**src/common/io_mode_pkg.sv**
```systemverilog
// Shared constants and types for the channel IO mode selector
package io_mode_pkg;

    // ****************************************
    // Run-time mode codes
    // ****************************************
    localparam logic [7:0] CODE_RESET_MODE = 8'h00;
    localparam logic [7:0] CODE_ASYNC_BB   = 8'h01;
    localparam logic [7:0] CODE_SYNC_SER   = 8'h02;
    localparam logic [7:0] CODE_SYNC_BB    = 8'h04;
    localparam logic [7:0] CODE_HOST_BUS   = 8'h08;
    localparam logic [7:0] CODE_OPTO       = 8'h10;

    // ****************************************
    // Register offsets and reset values
    // ****************************************
    localparam logic [3:0] OFS_MODE_A_CMD  = 4'h0;
    localparam logic [3:0] OFS_MODE_B_CMD  = 4'h1;
    localparam logic [3:0] OFS_NV_CFG      = 4'h2;
    localparam logic [3:0] OFS_STATUS      = 4'h3;
    localparam logic [3:0] OFS_BB_OUT      = 4'h4;
    localparam logic [3:0] OFS_BB_IN       = 4'h5;
    localparam logic [7:0] RST_NV_CFG      = 8'h00;
    localparam logic [7:0] RST_BYTE        = 8'h00;
    localparam int         NV_B_POS        = 4;

    // ****************************************
    // Types
    // ****************************************
    typedef enum logic [1:0] {
        MAIN_UART     = 2'b00,
        MAIN_FIFO     = 2'b01,
        MAIN_CPU_FIFO = 2'b10,
        MAIN_OPTO     = 2'b11
    } main_mode_t;

    typedef enum logic [2:0] {
        ACT_MAIN     = 3'b000,
        ACT_ASYNC_BB = 3'b001,
        ACT_SYNC_SER = 3'b010,
        ACT_SYNC_BB  = 3'b011,
        ACT_HOST_BUS = 3'b100,
        ACT_OPTO_RST = 3'b101
    } act_mode_t;

    typedef struct packed {
        logic [3:0] addr;
        logic [7:0] wdata;
        logic       wr;
        logic       rd;
    } reg_req_t;

    typedef struct packed {
        logic [7:0] o;
        logic [7:0] oe;
    } pins8_t;

    typedef struct packed {
        logic [3:0] o;
        logic [3:0] oe;
    } pins4_t;

endpackage : io_mode_pkg

```
**src/rtl/mode_decode.sv**
```systemverilog
// Per-channel run-time mode decoder
`timescale 1ns/1ps
`default_nettype none
module mode_decode (
    input  wire logic                  i_clk,
    input  wire logic                  i_rst_b,
    input  wire logic                  i_cmd_wr,
    input  wire logic [7:0]            i_cmd_code,
    input  wire logic                  i_is_chan_b,
    input  wire io_mode_pkg::main_mode_t i_main_mode,
    input  wire logic                  i_other_host_bus,
    output io_mode_pkg::act_mode_t     o_mode,
    output logic                       o_refused
);
    import io_mode_pkg::*;

    act_mode_t mode_q;
    act_mode_t mode_d;
    logic      ok;

    // ****************************************
    // Code decode
    // ****************************************
    always_comb begin
        mode_d = mode_q;
        ok     = 1'b1;
        case (i_cmd_code)
            CODE_RESET_MODE: mode_d = ACT_MAIN;
            CODE_ASYNC_BB,
            CODE_SYNC_BB: begin
                if (i_is_chan_b && i_main_mode == MAIN_OPTO) begin
                    ok = 1'b0;
                end else begin
                    mode_d = (i_cmd_code == CODE_ASYNC_BB) ? ACT_ASYNC_BB
                                                           : ACT_SYNC_BB;
                end
            end
            CODE_SYNC_SER: begin
                if (i_is_chan_b) begin
                    ok = 1'b0;
                end else begin
                    mode_d = ACT_SYNC_SER;
                end
            end
            CODE_HOST_BUS: mode_d = ACT_HOST_BUS;
            CODE_OPTO: begin
                if (i_main_mode == MAIN_OPTO) begin
                    mode_d = ACT_OPTO_RST;
                end else begin
                    ok = 1'b0;
                end
            end
            default: ok = 1'b0;
        endcase
        // Joint mode: while the other channel is in host bus mode, only code 0 is accepted here
        if (i_other_host_bus && i_cmd_code != CODE_RESET_MODE) begin
            ok     = 1'b0;
            mode_d = mode_q;
        end
        if (!ok) begin
            mode_d = mode_q;
        end
    end

    always_ff @(posedge i_clk) begin
        if (!i_rst_b) begin
            mode_q <= ACT_MAIN;
        end else if (i_cmd_wr) begin
            mode_q <= mode_d;
        end
    end

    always_ff @(posedge i_clk) begin
        if (!i_rst_b) begin
            o_refused <= 1'b0;
        end else if (i_cmd_wr) begin
            o_refused <= !ok;
        end
    end

    assign o_mode = mode_q;

endmodule : mode_decode
`default_nettype wire

```
**src/rtl/io_mode_select.sv**
```systemverilog
// Dual-channel IO mode selection and channel B pin multiplexer
// Functional notes
// - Code 0 returns to the default mode, 1 selects async bit-bang, 2 the sync serial engine.
// - Code 4 is sync bit-bang, 8 is host bus emulation, 10 hex is the opto serial mode.
// - Code 10 holds the opto mode in reset until code 0 is written; the code also releases it on code 8, and on channel A on codes 1, 2 and 4.
// - Main modes come from nonvolatile setup; the others only from the mode command.
// - The sync serial engine lives only on channel A; B only lends address and strobes.
// - Host bus emulation occupies both channels together.
// - Channel A may run another mode while only channel B is in opto mode.
// - With both channels in opto mode all link signals sit on channel B pins.
// - Bit-bang is refused on channel B when its main mode is opto.
// - Bit-bang with FIFO or CPU FIFO main mode puts write on ctrl 0 and read on ctrl 1.
// - Bit-bang with UART main mode puts write on ctrl 2 and read on ctrl 3.
// - Send-now/wake is off in serial engine, host bus and CPU FIFO modes, else active; the code keeps it active in serial engine mode.
// - A missing or blank setup defaults both channels to UART.
// - A low strobe on send-now/wake asks resume in suspend, else flushes receive data; the code asks resume only in suspend with remote wake enabled.
// - Sync bit-bang samples the pins only when it writes them.
//
// The register addresses and the plain strobed port were decided locally.
`timescale 1ns/1ps
`default_nettype none
module io_mode_select (
    input  wire logic                  i_clk,
    input  wire logic                  i_rst_b,
    input  wire io_mode_pkg::reg_req_t i_req,
    output logic [7:0]                 o_rdata,
    input  wire logic                  i_nv_present,
    input  wire logic [7:0]            i_nv_cfg,
    input  wire logic                  i_suspend,
    input  wire logic                  i_remote_wake_en,
    output logic                       o_resume_req,
    output logic                       o_flush_rx,
    input  wire logic [7:0]            i_data_pins,
    output io_mode_pkg::pins8_t        o_data_pins,
    input  wire logic [3:0]            i_ctrl_pins,
    output io_mode_pkg::pins4_t        o_ctrl_pins,
    input  wire logic                  i_send_now_wake_b,
    input  wire logic [7:0]            i_fn_data,
    input  wire logic [7:0]            i_fn_data_oe,
    input  wire logic [3:0]            i_fn_ctrl,
    input  wire logic [3:0]            i_fn_ctrl_oe,
    input  wire logic [7:0]            i_eng_addr_hi,
    input  wire logic [3:0]            i_eng_strobes,
    input  wire logic [3:0]            i_opto_link_o,
    input  wire logic [3:0]            i_opto_link_oe,
    output logic [7:0]                 o_fn_data_in,
    output logic [3:0]                 o_fn_ctrl_in,
    output logic                       o_opto_a_rst,
    output logic                       o_opto_b_rst
);
    import io_mode_pkg::*;

    // ****************************************
    // Pin synchronisers
    // ****************************************
    logic [7:0] data_s1_q, data_s2_q;
    logic [3:0] ctrl_s1_q, ctrl_s2_q;
    logic       wake_s1_q, wake_s2_q, wake_s3_q;

    always_ff @(posedge i_clk) begin
        if (!i_rst_b) begin
            data_s1_q <= RST_BYTE;
            data_s2_q <= RST_BYTE;
            ctrl_s1_q <= 4'hF;
            ctrl_s2_q <= 4'hF;
            wake_s1_q <= 1'b1;
            wake_s2_q <= 1'b1;
            wake_s3_q <= 1'b1;
        end else begin
            data_s1_q <= i_data_pins;
            data_s2_q <= data_s1_q;
            ctrl_s1_q <= i_ctrl_pins;
            ctrl_s2_q <= ctrl_s1_q;
            wake_s1_q <= i_send_now_wake_b;
            wake_s2_q <= wake_s1_q;
            wake_s3_q <= wake_s2_q;
        end
    end

    // ****************************************
    // Nonvolatile main modes
    // ****************************************
    logic [7:0] nv_q;
    main_mode_t main_a, main_b;

    // Loaded by a write to OFS_NV_CFG; a missing store reads as UART on both
    always_ff @(posedge i_clk) begin
        if (!i_rst_b) begin
            nv_q <= RST_NV_CFG;
        end else if (i_req.wr && i_req.addr == OFS_NV_CFG) begin
            nv_q <= i_nv_present ? i_req.wdata : RST_NV_CFG;
        end
    end

    assign main_a = main_mode_t'(nv_q[1:0]);
    assign main_b = main_mode_t'(nv_q[NV_B_POS+1:NV_B_POS]);

    // ****************************************
    // Mode decoders
    // ****************************************
    act_mode_t mode_a, mode_b;
    logic      ref_a, ref_b;

    mode_decode u_dec_a (
        .i_clk            (i_clk),
        .i_rst_b          (i_rst_b),
        .i_cmd_wr         (i_req.wr && i_req.addr == OFS_MODE_A_CMD),
        .i_cmd_code       (i_req.wdata),
        .i_is_chan_b      (1'b0),
        .i_main_mode      (main_a),
        .i_other_host_bus (mode_b == ACT_HOST_BUS),
        .o_mode           (mode_a),
        .o_refused        (ref_a)
    );

    mode_decode u_dec_b (
        .i_clk            (i_clk),
        .i_rst_b          (i_rst_b),
        .i_cmd_wr         (i_req.wr && i_req.addr == OFS_MODE_B_CMD),
        .i_cmd_code       (i_req.wdata),
        .i_is_chan_b      (1'b1),
        .i_main_mode      (main_b),
        .i_other_host_bus (mode_a == ACT_HOST_BUS),
        .o_mode           (mode_b),
        .o_refused        (ref_b)
    );

    logic host_bus, b_bitbang, b_sync_bb, both_opto;

    assign host_bus  = (mode_a == ACT_HOST_BUS) || (mode_b == ACT_HOST_BUS);
    assign b_bitbang = (mode_b == ACT_ASYNC_BB) || (mode_b == ACT_SYNC_BB);
    assign b_sync_bb = (mode_b == ACT_SYNC_BB);
    assign both_opto = (main_a == MAIN_OPTO) && (main_b == MAIN_OPTO);

    assign o_opto_a_rst = (mode_a == ACT_OPTO_RST);
    assign o_opto_b_rst = (mode_b == ACT_OPTO_RST);

    // ****************************************
    // Bit-bang port and strobes
    // ****************************************
    logic [7:0] bb_out_q, bb_in_q;
    logic       bb_wr_q, bb_rd_q;

    always_ff @(posedge i_clk) begin
        if (!i_rst_b) begin
            bb_out_q <= RST_BYTE;
            bb_wr_q  <= 1'b0;
        end else begin
            bb_wr_q <= i_req.wr && i_req.addr == OFS_BB_OUT && b_bitbang;
            if (i_req.wr && i_req.addr == OFS_BB_OUT) begin
                bb_out_q <= i_req.wdata;
            end
        end
    end

    // Sync mode reads only alongside a write, so bytes pair one to one
    always_ff @(posedge i_clk) begin
        if (!i_rst_b) begin
            bb_in_q <= RST_BYTE;
            bb_rd_q <= 1'b0;
        end else begin
            bb_rd_q <= b_sync_bb ? (i_req.wr && i_req.addr == OFS_BB_OUT)
                                 : (i_req.rd && i_req.addr == OFS_BB_IN);
            if (b_sync_bb) begin
                if (i_req.wr && i_req.addr == OFS_BB_OUT) begin
                    bb_in_q <= data_s2_q;
                end
            end else if (mode_b == ACT_ASYNC_BB) begin
                bb_in_q <= data_s2_q;
            end
        end
    end

    // ****************************************
    // Channel B pin routing
    // ****************************************
    always_comb begin
        o_data_pins.o  = i_fn_data;
        o_data_pins.oe = i_fn_data_oe;
        o_ctrl_pins.o  = i_fn_ctrl;
        o_ctrl_pins.oe = i_fn_ctrl_oe;
        if (host_bus) begin
            o_data_pins.o  = {3'h0, 1'b0, i_opto_link_o};
            o_data_pins.oe = {3'h0, 1'b0, i_opto_link_oe};
            o_ctrl_pins.o  = i_eng_strobes;
            o_ctrl_pins.oe = 4'hF;
        end else if (mode_a == ACT_SYNC_SER) begin
            o_data_pins.o  = i_eng_addr_hi;
            o_data_pins.oe = 8'hFF;
            o_ctrl_pins.o  = i_eng_strobes;
            o_ctrl_pins.oe = 4'hF;
        end else if (b_bitbang) begin
            o_data_pins.o  = bb_out_q;
            o_data_pins.oe = 8'hFF;
            o_ctrl_pins.oe = 4'hF;
            // Strobes are active low
            if (main_b == MAIN_UART) begin
                o_ctrl_pins.o = {!bb_rd_q, !bb_wr_q, 2'b11};
            end else begin
                o_ctrl_pins.o = {2'b11, !bb_rd_q, !bb_wr_q};
            end
        end else if (both_opto) begin
            o_data_pins.o  = {4'h0, i_opto_link_o};
            o_data_pins.oe = {4'h0, i_opto_link_oe};
            o_ctrl_pins.oe = 4'h0;
        end
    end

    assign o_fn_data_in = data_s2_q;
    assign o_fn_ctrl_in = ctrl_s2_q;

    // ****************************************
    // Send-now / wake
    // ****************************************
    logic wake_en, wake_fall;

    assign wake_en = !(host_bus || mode_b == ACT_SYNC_SER
                       || (mode_b == ACT_MAIN && main_b == MAIN_CPU_FIFO));
    assign wake_fall = wake_s3_q && !wake_s2_q && wake_en;

    always_ff @(posedge i_clk) begin
        if (!i_rst_b) begin
            o_resume_req <= 1'b0;
            o_flush_rx   <= 1'b0;
        end else begin
            o_resume_req <= wake_fall && i_suspend && i_remote_wake_en;
            o_flush_rx   <= wake_fall && !(i_suspend && i_remote_wake_en);
        end
    end

    // ****************************************
    // Register read port
    // ****************************************
    always_ff @(posedge i_clk) begin
        if (!i_rst_b) begin
            o_rdata <= RST_BYTE;
        end else if (i_req.rd) begin
            case (i_req.addr)
                OFS_NV_CFG:     o_rdata <= nv_q;
                OFS_STATUS:     o_rdata <= {ref_b, mode_b, ref_a, mode_a};
                OFS_BB_OUT:     o_rdata <= bb_out_q;
                OFS_BB_IN:      o_rdata <= bb_in_q;
                default:        o_rdata <= RST_BYTE;
            endcase
        end else begin
            o_rdata <= RST_BYTE;
        end
    end

endmodule : io_mode_select
`default_nettype wire

```
**config.mk**
```make
export PLATFORM = sky130hd
export DESIGN_NAME = io_mode_select
export DESIGN_NICKNAME = d
export VERILOG_FILES = /design/src/common/io_mode_pkg.sv /design/src/rtl/mode_decode.sv /design/src/rtl/io_mode_select.sv
export SDC_FILE = /design/constraint.sdc
export NUM_CORES = 1
export LEC_CHECK = 0
export ABC_AREA = 1
export BUFFER_PORTS_ARGS = -buffer_cell sky130_fd_sc_hd__buf_2
export CAP_MARGIN = 20
export CORE_ASPECT_RATIO = 0.75
export CORE_UTILIZATION = 45
export DETAILED_ROUTE_END_ITERATION = 10
export PLACE_DENSITY_LB_ADDON = 0.08
export SYNTH_ARGS = -nofsm -noshare
export SYNTH_HDL_FRONTEND = slang
export SYNTH_SLANG_ARGS = --single-unit
```
**constraint.sdc**
```tcl
create_clock -name i_clk -period 2.5 [get_ports i_clk]
set_input_delay 0.375 -clock i_clk [delete_from_list [all_inputs] [get_ports i_clk]]
set_output_delay 0.375 -clock i_clk [all_outputs]
set_load 0.05 [all_outputs]
```
==> run_results.csv, run 1 <==
group,metric,value,unit
clock_tree,clk_pin_slew,70,ps
status,outcome,"completed",
clock_tree,cts_root_buffer,"clkbuf_8",
pwr,p_per_area,574.3,nW/um^2
hold_path,hold_start,"i_data_pins[6]",
final_layout,nFillCells,734,
final_layout,layout_common_cells,"buf_2 (122), nand2_1 (81), dfxtp_1 (68)",
drt,wl,9049,um
floorplan,rows,27,
pwr,p_leak,0.002078,uW
drt,detail-route-antenna-nets,0,
placed_design,dpl.cell_count,682,
final_layout,drive_gt1_frac,0.3205,
final_layout,area_growth,26.86,%
clock_tree,insertion_delay,350,ps
timing,period_needed,2343,ps
timing,finClkSkew,5.146,ps
synth,yosysSeqAreaShare,0.4157,
synth,avgSynthCellArea,7.260,um^2
setup_path,endpoint_kind,"output port",
global_routing,grt_max_degree,22,
setup_path,start_kind,"flop",
placed_design,portBuffers,123,
drt,vias,3447,
setup_path,path_class,"flop to output port",
timing,timing.slew.headroom,0.5724,
timing,tightestPinTransition,640.7,ps
drt,drtIter0Drc,169,
placed_design,gp_congestion,0.9174,
synth,synth_fp_nets,555,
timing,drv_slew,0,
final_layout,stdcell_count,697,
synth,synthCells,471,
global_routing,grt_use_total,0.2400,
timing,hold_violations,0,
clock_tree,hold_buffers,0,
global_routing,antenna_found_initial,0,
run,maxCapViolations,0,
clock_tree,post_cts.repair.setup_buffers,0,
timing,worst_hold_slack,202.5,ps
floorplan,dieArea,7955,um^2
clock_tree,cts_made_buffers,9,
global_routing,first_global_vias,3066,
setup_path,cp.required,2120,ps
final_layout,n_antenna_cell,0,
clock_tree,h-tree-depth,3,
drt,first_pass_iters,4,
synth,ys_warn_count,0,
hold_path,holdPathStages,3,
floorplan,coreArea,7331,um^2
setup_path,crit_start,"nv_q[5]$_SDFFE_PN0P_",
timing,rsz0062_at_grt,"no",
floorplan,ioPinCount,132,
placed_design,dp_slack,340.7,ps
drt,vias_per_cell,4.945,
floorplan,die_y,77.50,um
clock_tree,clock_sinks,71,
setup_path,r2r-start,"u_dec_b.o_mode[0]$_SDFFE_PN0P_",
final_layout,layout_commonest_cell,"buf_2",
timing,finalSetupTns,0,ps
final_layout,fin_nets,676,
synth,synth_seq_cells,71,
clock_tree,cts_max_path_buffers,2,
synth,synth.distinct_cells,34,
setup_path,reg2reg_depth,5,
timing,finalCritPeriodShare,0.9371,
drt,routedWlPerCell,12.98,um
setup_path,crit_arrival,1970,ps
setup_path,cp_max_fo,12,
timing,setup_viol,0,
floorplan,die_w,102.7,um
synth,syn_area,3420,um^2
global_routing,grt.overflow.total,0,
global_routing,grt_pass1_wl,14590,um
floorplan,initial_core_util,0.4665,
clock_tree,tritoncts,"done",
hold_path,hold_class,"input pin to flop",
pwr,ir_drop,378.1,uV
drt,drc,0,
timing,timing.fmax,426.9,MHz
timing,setup_ws,157.3,ps
placed_design,hpwlAfterDp,6967,um
[cell usage after synthesis, drive strengths merged]
master	instances	share of area
clkbuf	9	0.010
a31oi	6	0.011
or2	11	0.020
nand4	16	0.029
a211oi	3	0.0066
nand2	90	0.11
nor2	69	0.10
nand3	27	0.046
nand3b	2	0.0081
o21bai	1	0.0022
o22ai	3	0.0055
nor3	12	0.018
buf	9	0.019
inv	62	0.068
o21ai	30	0.044
a21oi	41	0.060
o21a	1	0.0022
dfxtp	71	0.42
a221oi	5	0.016
o32ai	2	0.0051
a21boi	1	0.0022
[flip-flops by register name, indices dropped and copies added (netlist names), 3 cells and up]
signal,cells
bb_out_q,8
ctrl_s1_q,4
bb_in_q,8
u_dec_a.o_mode,3
nv_q,8
data_s1_q,8
u_dec_b.o_mode,3
o_rdata,8
o_fn_data_in,8
o_fn_ctrl_in,4
[report_power, final]
part           total, uW  switching (uW)  internal, uW
sequential          1160            8.44          1160
clock                990             409           580
combinational        337             230           107
total               2490             648          1840
[worst max-delay path, cell delays in order (launching register included)]
cell and delay (ps):
dfxtp_1 480, nand2_1 160, nor2_4 220, inv_1 220
o21ai_0 210, a31oi_1 100, buf_2 220
[final cells by class]
cell class                 instances  area, um^2  area share
clock buffer                      11       141.4     0.03259
clock inverter                     4       70.07     0.01615
inverter                          62       235.2     0.05423
multi-input combinational        320        1684      0.3882
sequential                        71        1425      0.3285
tap                              101       126.4     0.02913
timing repair buffer             128       655.6      0.1511
[metal layers]
layer / up-vias / part of all wire / GRT usage / wire (um)
met1: 1548 / 0.48 / 0.3406 / 4314
met2: 106 / 0.44 / 0.3567 / 3957
met5: - / 0 / 0 / 0
met3: 11 / 0.074 / 0.06126 / 671
li1: 1782 / - / - / -
met4: 0 / 0.012 / 0.06571 / 105
[what timing repair did]
item,CTS,global route
gates cloned,0,0
setup endpoints to repair,8,17
resized for setup,1,9
[through the flow]
step | total power [uW] | cell area, um^2 | util
CTS | 2524 | 4312 | 0.5882
detailed placement | 1527 | 4100 | 0.5593
global placement | 1523 | 4100 | 0.5593
finish | 2491 | 4338 | 0.5917
global route | 2596 | 4338 | 0.5917
floorplan | 1405 | 3420 | -
[final timing paths]
path         slack (ps)                    endpoint
max                 160             o_data_pins[10]
min                 200     data_s1_q[6]$_SDFF_PN0_
max reg2reg        1030     bb_in_q[2]$_SDFFE_PN0P_
min reg2reg         410  o_fn_data_in[2]$_SDFF_PN0_
[kinds of logic after synthesis]
family | after synthesis | share of synthesized area
buf+inv | 80 | 0.09696
simple gates | 227 | 0.3322
compound gates | 93 | 0.1551
flops | 71 | 0.4157
Power figures use the tool's default switching activity.
==> run 2, diff against run 1 <==
--- a/config.mk
+++ b/config.mk
@@ -10,3 +10,2 @@
 export CAP_MARGIN = 20
-export CORE_ASPECT_RATIO = 0.75
 export CORE_UTILIZATION = 45
--- a/constraint.sdc
+++ b/constraint.sdc
@@ -3,2 +3,2 @@
 set_output_delay 0.375 -clock i_clk [all_outputs]
-set_load 0.05 [all_outputs]
+set_load 0.005 [all_outputs]
==> run 2 against run 1 <==
Effect of this change:
- first-iteration DRC count fell by 31%
- worst setup slack got worse by 6.9 ps
- non-clock buffer count fell by 2
- worst hold slack got worse by 2.1 ps
- final cell count fell by 0.57%
- largest cell class unchanged
- largest power group unchanged
==> run_results.csv, run 2 (synthesis results as in run 1) <==
group,metric,value,unit
final_layout,stdcell_count,693,
timing,finalCritPeriodShare,0.9398,
setup_path,slowest_delay,390,ps
final_layout,layout_commonest_cell,"buf_2",
floorplan,ioPinCount,132,
drt,first_pass_iters,4,
timing,finClkSkew,5.257,ps
timing,timing.slew.headroom,0.5900,
clock_tree,h-tree-depth,3,
setup_path,cpMaxStageDelayCell,"dfxtp_1",
drt,drtIter0Drc,116,
clock_tree,hold_buffers,0,
setup_path,r2r-start,"u_dec_b.o_mode[0]$_SDFFE_PN0P_",
global_routing,grt_use_total,0.2271,
clock_tree,insertion_delay,350,ps
setup_path,crit_chain,"inv_2, nand3_1, nand2_4, clkinvlp_4, nand2_1, nand3_1, buf_2",
final_layout,n_antenna_cell,0,
setup_path,crit_arrival,1970,ps
final_layout,layout_common_cells,"buf_2 (123), nand2_1 (82), dfxtp_1 (71)",
global_routing,grt_pass1_wl,13510,um
floorplan,dieArea,7951,um^2
pwr,ir_drop,403.3,uV
pwr,power.internal,1822,uW
setup_path,cp.required,2120,ps
status,outcome,"completed",
pwr,power.share.combinational,0.096,
setup_path,reg2reg_depth,6,
hold_path,hold_class,"input pin to flop",
drt,vias_per_cell,4.909,
hold_path,hold_start,"i_data_pins[4]",
global_routing,grt_max_degree,25,
global_routing,antenna_found_initial,0,
setup_path,reg2reg_to,"bb_in_q[3]$_SDFFE_PN0P_",
pwr,power.switching,580.5,uW
drt,routedWlPerCell,12.94,um
timing,setup_ws,150.4,ps
timing,hold_violations,0,
drt,detail-route-antenna-nets,0,
pwr,power_frac_clock,0.419,
setup_path,cp_common_cell,"nand3_1",
final_layout,area_growth,26.02,%
setup_path,path_class,"flop to output port",
placed_design,portBuffers,123,
clock_tree,cts_root_buffer,"clkbuf_8",
floorplan,rows,31,
pwr,seqPwrFrac,0.485,
drt,vias,3402,
pwr,p_leak,0.002057,uW
pwr,p_sw_frac,0.2416,
setup_path,start_kind,"flop",
placed_design,gp_congestion,0.8693,
global_routing,first_global_vias,2809,
drt,drc,0,
timing,period_needed,2350,ps
clock_tree,clock_sinks,71,
global_routing,grt.overflow.total,0,
setup_path,cp_max_fo,14,
run,maxCapViolations,0,
timing,timing.fmax,425.6,MHz
final_layout,fin_nets,674,
hold_path,hold_end,"data_s1_q[4]$_SDFF_PN0_",
placed_design,dp_slack,495.5,ps
final_layout,nFillCells,729,
floorplan,coreArea,7292,um^2
timing,setup_viol,0,
drt,wl,8964,um
setup_path,endpoint_kind,"output port",
timing,tightestPinTransition,614.3,ps
clock_tree,cts_made_buffers,9,
clock_tree,cts_max_path_buffers,2,
hold_path,holdPathStages,3,
pwr,p_per_area,557.5,nW/um^2
floorplan,initial_core_util,0.4689,
placed_design,dpl.cell_count,678,
timing,drv_slew,0,
placed_design,hpwlAfterDp,6857,um
floorplan,die_w,89.17,um
clock_tree,tritoncts,"done",
final_layout,drive_gt1_frac,0.3131,
floorplan,die_y,89.17,um
clock_tree,clk_pin_slew,80,ps
setup_path,reg2reg_slack,1020,ps
-- run 2: changes by cell type in the layout (fill, tap and decap cells not counted), moves of 2 or more --
| cell | delta |
|---|---|
| nor2_2 | +2 |
| dfxtp_1 | +3 |
| clkinv_4 | +2 |
| nor2_4 | -2 |
| dfxtp_2 | -3 |
| buf_4 | -2 |
| clkinv_2 | -2 |
| clkinvlp_4 | +2 |
-- run 2: worst max path at each step --
stage,start,endpoint,slack (ps),depth (start not counted)
floorplan,u_dec_b.o_mode[0]$_SDFFE_PN0P_,o_data_pins[12],980,7
global placement,u_dec_b.o_mode[0]$_SDFFE_PN0P_,o_data_pins[1],550,7
detailed placement,u_dec_b.o_mode[1]$_SDFFE_PN0P_,o_data_pins[1],500,7
CTS,u_dec_b.o_mode[1]$_SDFFE_PN0P_,o_data_pins[1],100,7
global route,u_dec_b.o_mode[1]$_SDFFE_PN0P_,o_ctrl_pins[6],-0.3,8
finish,u_dec_b.o_mode[0]$_SDFFE_PN0P_,o_data_pins[1],150,7
-- run 2: power groups by stage --
stage | sequential, uW | clock [uW] | combinational [uW]
floorplan | 1190 | 0 | 113
global placement | 1190 | 0 | 226
detailed placement | 1190 | 0 | 230
CTS | 1160 | 1030 | 231
global route | 1170 | 1080 | 259
finish | 1160 | 1010 | 230
-- run 2: repair_timing --
item | in CTS | in global routing
gates resized for setup | 0 | 2
endpoints found under the setup margin | 0 | 10
setup buffers | 0 | 0
-- run 2: stage by stage --
stage	area, um^2	hold slack, ps	total power [uW]	utilization	setup TNS (ps)
final	4309	200.4	2403	0.5909	0
after global routing	4309	185.3	2503	0.5909	-0.3155
after CTS	4300	188.9	2425	0.5897	0
after detailed placement	4083	395.9	1421	0.5599	0
after global placement	4083	392.1	1417	0.5599	0
after floorplan	3420	390.5	1304	-	0
-- run 2: cell type report --
cell class,instances,area (um^2),share of cell area
tap,99,123.9,0.02875
sequential,71,1421,0.3298
timing repair buffer,126,638.1,0.1481
multi-input combinational,320,1672,0.3879
clock buffer,9,123.9,0.02875
inverter,62,236.5,0.05488
clock inverter,6,93.84,0.02178
-- run 2: critical path, delay by kind of cell (launching register included) --
family	cells	cell delay, ps
simple gates	4	720
buf+inv	3	520
flops	1	390
-- run 2: layer usage --
| metal | share of wire | wire length [um] | track usage |
|---|---|---|---|
| met1 | 0.46 | 4138 | 0.3055 |
| met2 | 0.47 | 4207 | 0.3595 |
| met4 | 0.011 | 97 | 0.05916 |
| met5 | 0 | 0 | 0 |
| met3 | 0.058 | 520 | 0.06371 |
==> run 3, diff against run 2 <==
Settings changed: BUFFER_PORTS_ARGS -buffer_cell sky130_fd_sc_hd__buf_2 to -buffer_cell sky130_fd_sc_hd__clkbuf_2, SYNTH_HIERARCHICAL set to 1.
Clock period 2.5 ns to 2.1 ns, I/O delays scaled along.
==> run 3 against run 2 <==
Effect of this change:
- clock skew up 0.90 ps
- cell area up 10%
- sequential power up 19%
- utilization down 1.1 points
- register-to-register slack worse by 330 ps
- total power up 17%
- global-route usage up 0.34 points
- sequential share of layout area down 2.9 points
- first-iteration DRC count up 69%
- critical path type unchanged
- critical endpoint is now o_data_pins[8]
- largest cell class unchanged
==> run_results.csv, run 3 <==
group,metric,value,unit
final_layout,area_growth,25.23,%
placed_design,hpwlAfterDp,7534,um
pwr,p_per_area,595.2,nW/um^2
hold_path,hold_class,"input pin to flop",
timing,period_needed,1926,ps
final_layout,multi_input_area,1994,um^2
timing,setup_viol,0,
setup_path,slowest_delay,430,ps
pwr,seqPwrFrac,0.491,
clock_tree,clk_pin_slew,80,ps
global_routing,grt.overflow.total,0,
setup_path,reg2reg_slack,690,ps
drt,drtIter0Drc,196,
global_routing,grt_pass1_wl,15580,um
setup_path,cp.required,1780,ps
placed_design,portBuffers,123,
global_routing,grt_use_total,0.2305,
synth,ys_async_sr_fraction,0,
run,maxCapViolations,0,
floorplan,die_w,93.70,um
drt,drc,0,
final_layout,utilization,0.5796,
final_layout,fin_nets,783,
pwr,power.share.combinational,0.108,
floorplan,rows,33,
timing,drv_slew,0,
synth,synth-edff-count,0,
floorplan,initial_core_util,0.4628,
synth,avgSynthCellArea,6.638,um^2
drt,first_pass_iters,8,
setup_path,cp_common_cell,"nand2_1",
drt,routedWlPerCell,12.27,um
synth,yosys-top-cells-count,"nand2_1 (141), inv_1 (72), dfxtp_1 (71), nor2_1 (71), a21oi_1 (42)",
pwr,ir_drop,423.4,uV
final_layout,n_antenna_cell,0,
pwr,power.switching,728.3,uW
synth,yosys.area.top_type_share,0.3757,
clock_tree,h-tree-depth,3,
clock_tree,clock_sinks,71,
floorplan,coreArea,8175,um^2
setup_path,crit_chain,"nand2_2, nor2_4, nand2_1, nand2_1, nand2_1, a21oi_1, clkbuf_2",
setup_path,crit_arrival,1610,ps
setup_path,cpMaxStageDelayCell,"dfxtp_1",
timing,finClkSkew,6.159,ps
synth,yosysMostFrequentCell,"nand2_1",
floorplan,ioPinCount,132,
clock_tree,tritoncts,"done",
clock_tree,cts_made_buffers,9,
setup_path,reg2reg_to,"u_dec_b/o_mode[2]$_SDFFE_PN0P_",
status,outcome,"completed",
synth,ys.flop_type,"dfxtp_1",
synth,synth.distinct_cells,31,
setup_path,r2r-start,"nv_q[4]$_SDFFE_PN0P_",
final_layout,seq_area,1424,um^2
global_routing,antenna_found_initial,0,
setup_path,reg2reg_depth,9,
setup_path,start_kind,"flop",
synth,yosysSeqAreaShare,0.3757,
floorplan,dieArea,8779,um^2
clock_tree,cts_max_path_buffers,2,
timing,finalSetupTns,0,ps
synth,ys_top_cells_by_area,"dfxtp_1 (38%), nand2_1 (14%), inv_1 (7.1%)",
timing,hold_violations,0,
clock_tree,cts_root_buffer,"clkbuf_8",
hold_path,hold_end,"data_s1_q[1]$_SDFF_PN0_",
final_layout,nFillCells,818,
timing,finalCritPeriodShare,0.9172,
placed_design,gp_congestion,0.8537,
final_layout,layout_commonest_cell,"nand2_1",
drt,vias_per_cell,4.786,
floorplan,die_y,93.70,um
final_layout,drive_gt1_frac,0.3011,
pwr,p_sw_frac,0.2582,
final_layout,layout_common_cells,"nand2_1 (139), clkbuf_2 (123), nor2_1 (71)",
global_routing,first_global_vias,3287,
pwr,power_frac_clock,0.401,
setup_path,endpoint_kind,"output port",
setup_path,path_class,"flop to output port",
pwr,power.internal,2092,uW
pwr,p_leak,0.002427,uW
drt,vias,3872,
global_routing,grt_max_degree,41,
drt,detail-route-antenna-nets,0,
setup_path,cp_max_fo,6,
hold_path,holdPathStages,3,
synth,synthCells,570,
synth,syn_area,3784,um^2
timing,timing.fmax,519.2,MHz
synth,synth_area_leader_cell,"dfxtp_1",
timing,rsz0062_at_grt,"no",
synth,synth_seq_cells,71,
drt,wl,9924,um
clock_tree,insertion_delay,350,ps
hold_path,hold_start,"i_data_pins[1]",
synth,ys_warn_count,6,
==> run 3: how the worst max path moves through the flow <==
stage                                   start              end  slack, ps  cells past startpoint
3_5_place_dp   u_dec_a/o_mode[1]$_SDFFE_PN0P_   o_ctrl_pins[6]        340                      6
3_3_place_gp   u_dec_a/o_mode[1]$_SDFFE_PN0P_   o_ctrl_pins[5]        370                      6
6_report                 nv_q[1]$_SDFFE_PN0P_   o_data_pins[8]        170                      7
5_1_grt        u_dec_b/o_mode[2]$_SDFFE_PN0P_  o_data_pins[10]         30                      9
4_1_cts        u_dec_a/o_mode[2]$_SDFFE_PN0P_   o_ctrl_pins[6]         30                      7
2_1_floorplan  u_dec_b/o_mode[2]$_SDFFE_PN0P_  o_data_pins[12]        730                      6
==> run 3: timing repair <==
item | in CTS | in global routing
resized for setup | 2 | 6
setup endpoints to repair | 4 | 15
pin swaps | 0 | 1
hold buffers | 0 | 0
setup buffers | 0 | 0
==> run 3: cell type report <==
cell class / instances / share of cell area
multi-input cells: 406 / 0.4209
flip-flops and latches: 71 / 0.3005
repair buffers: 132 / 0.1442
inverters: 79 / 0.06311
clock buffers: 10 / 0.02905
well taps: 105 / 0.02773
clock inverters: 6 / 0.01452
==> run 3: power by group through the flow <==
stage	logic [uW]	registers, uW	clock network, uW
finish	304	1380	1130
global route	341	1390	1220
CTS	303	1380	1160
detailed placement	302	1420	0
global placement	296	1420	0
floorplan	150	1420	0
==> run 3: cell families (layout without fill, tap and decap cells) <==
kind of cell	after synthesis	count (layout)	share of synthesized area
buf+inv	95	227	0.1032
other cells	2	4	0.001985
compound gates	84	84	0.1144
flops	71	71	0.3757
simple gates	318	318	0.4048
==> run 3: per-stage QoR <==
step / setup slack (ps) / power (uW) / instance area (um^2) / std cells / hold WS, ps
CTS: 27.52 / 2846 / 4727 / 809 / 128.5
global route: 25.15 / 2945 / 4738 / 809 / 138.6
global placement: 369.2 / 1712 / 4514 / 793 / 392.2
detailed placement: 338.0 / 1719 / 4514 / 793 / 398.4
floorplan: 725.0 / 1567 / 3791 / 572 / 390.5
finish: 173.8 / 2820 / 4738 / 809 / 138.8
==> run 3: critical path, delay by kind of cell (launching register included) <==
kind | cells | cell delay, ps
AOI/OAI and AO/OA | 1 | 160
buffers and inverters | 1 | 140
DFF | 1 | 430
and+or+nand+nor | 5 | 530
==> run 3: routing by layer <==
metal | vias to the layer above | part of all wire | global-route usage | routed length (um)
met5 | - | 0 | 0 | 0
met4 | 0 | 0.012 | 0.07179 | 122
met3 | 12 | 0.078 | 0.05421 | 772
met2 | 133 | 0.43 | 0.3583 | 4293
met1 | 1679 | 0.48 | 0.3147 | 4735
li1 | 2048 | - | - | -
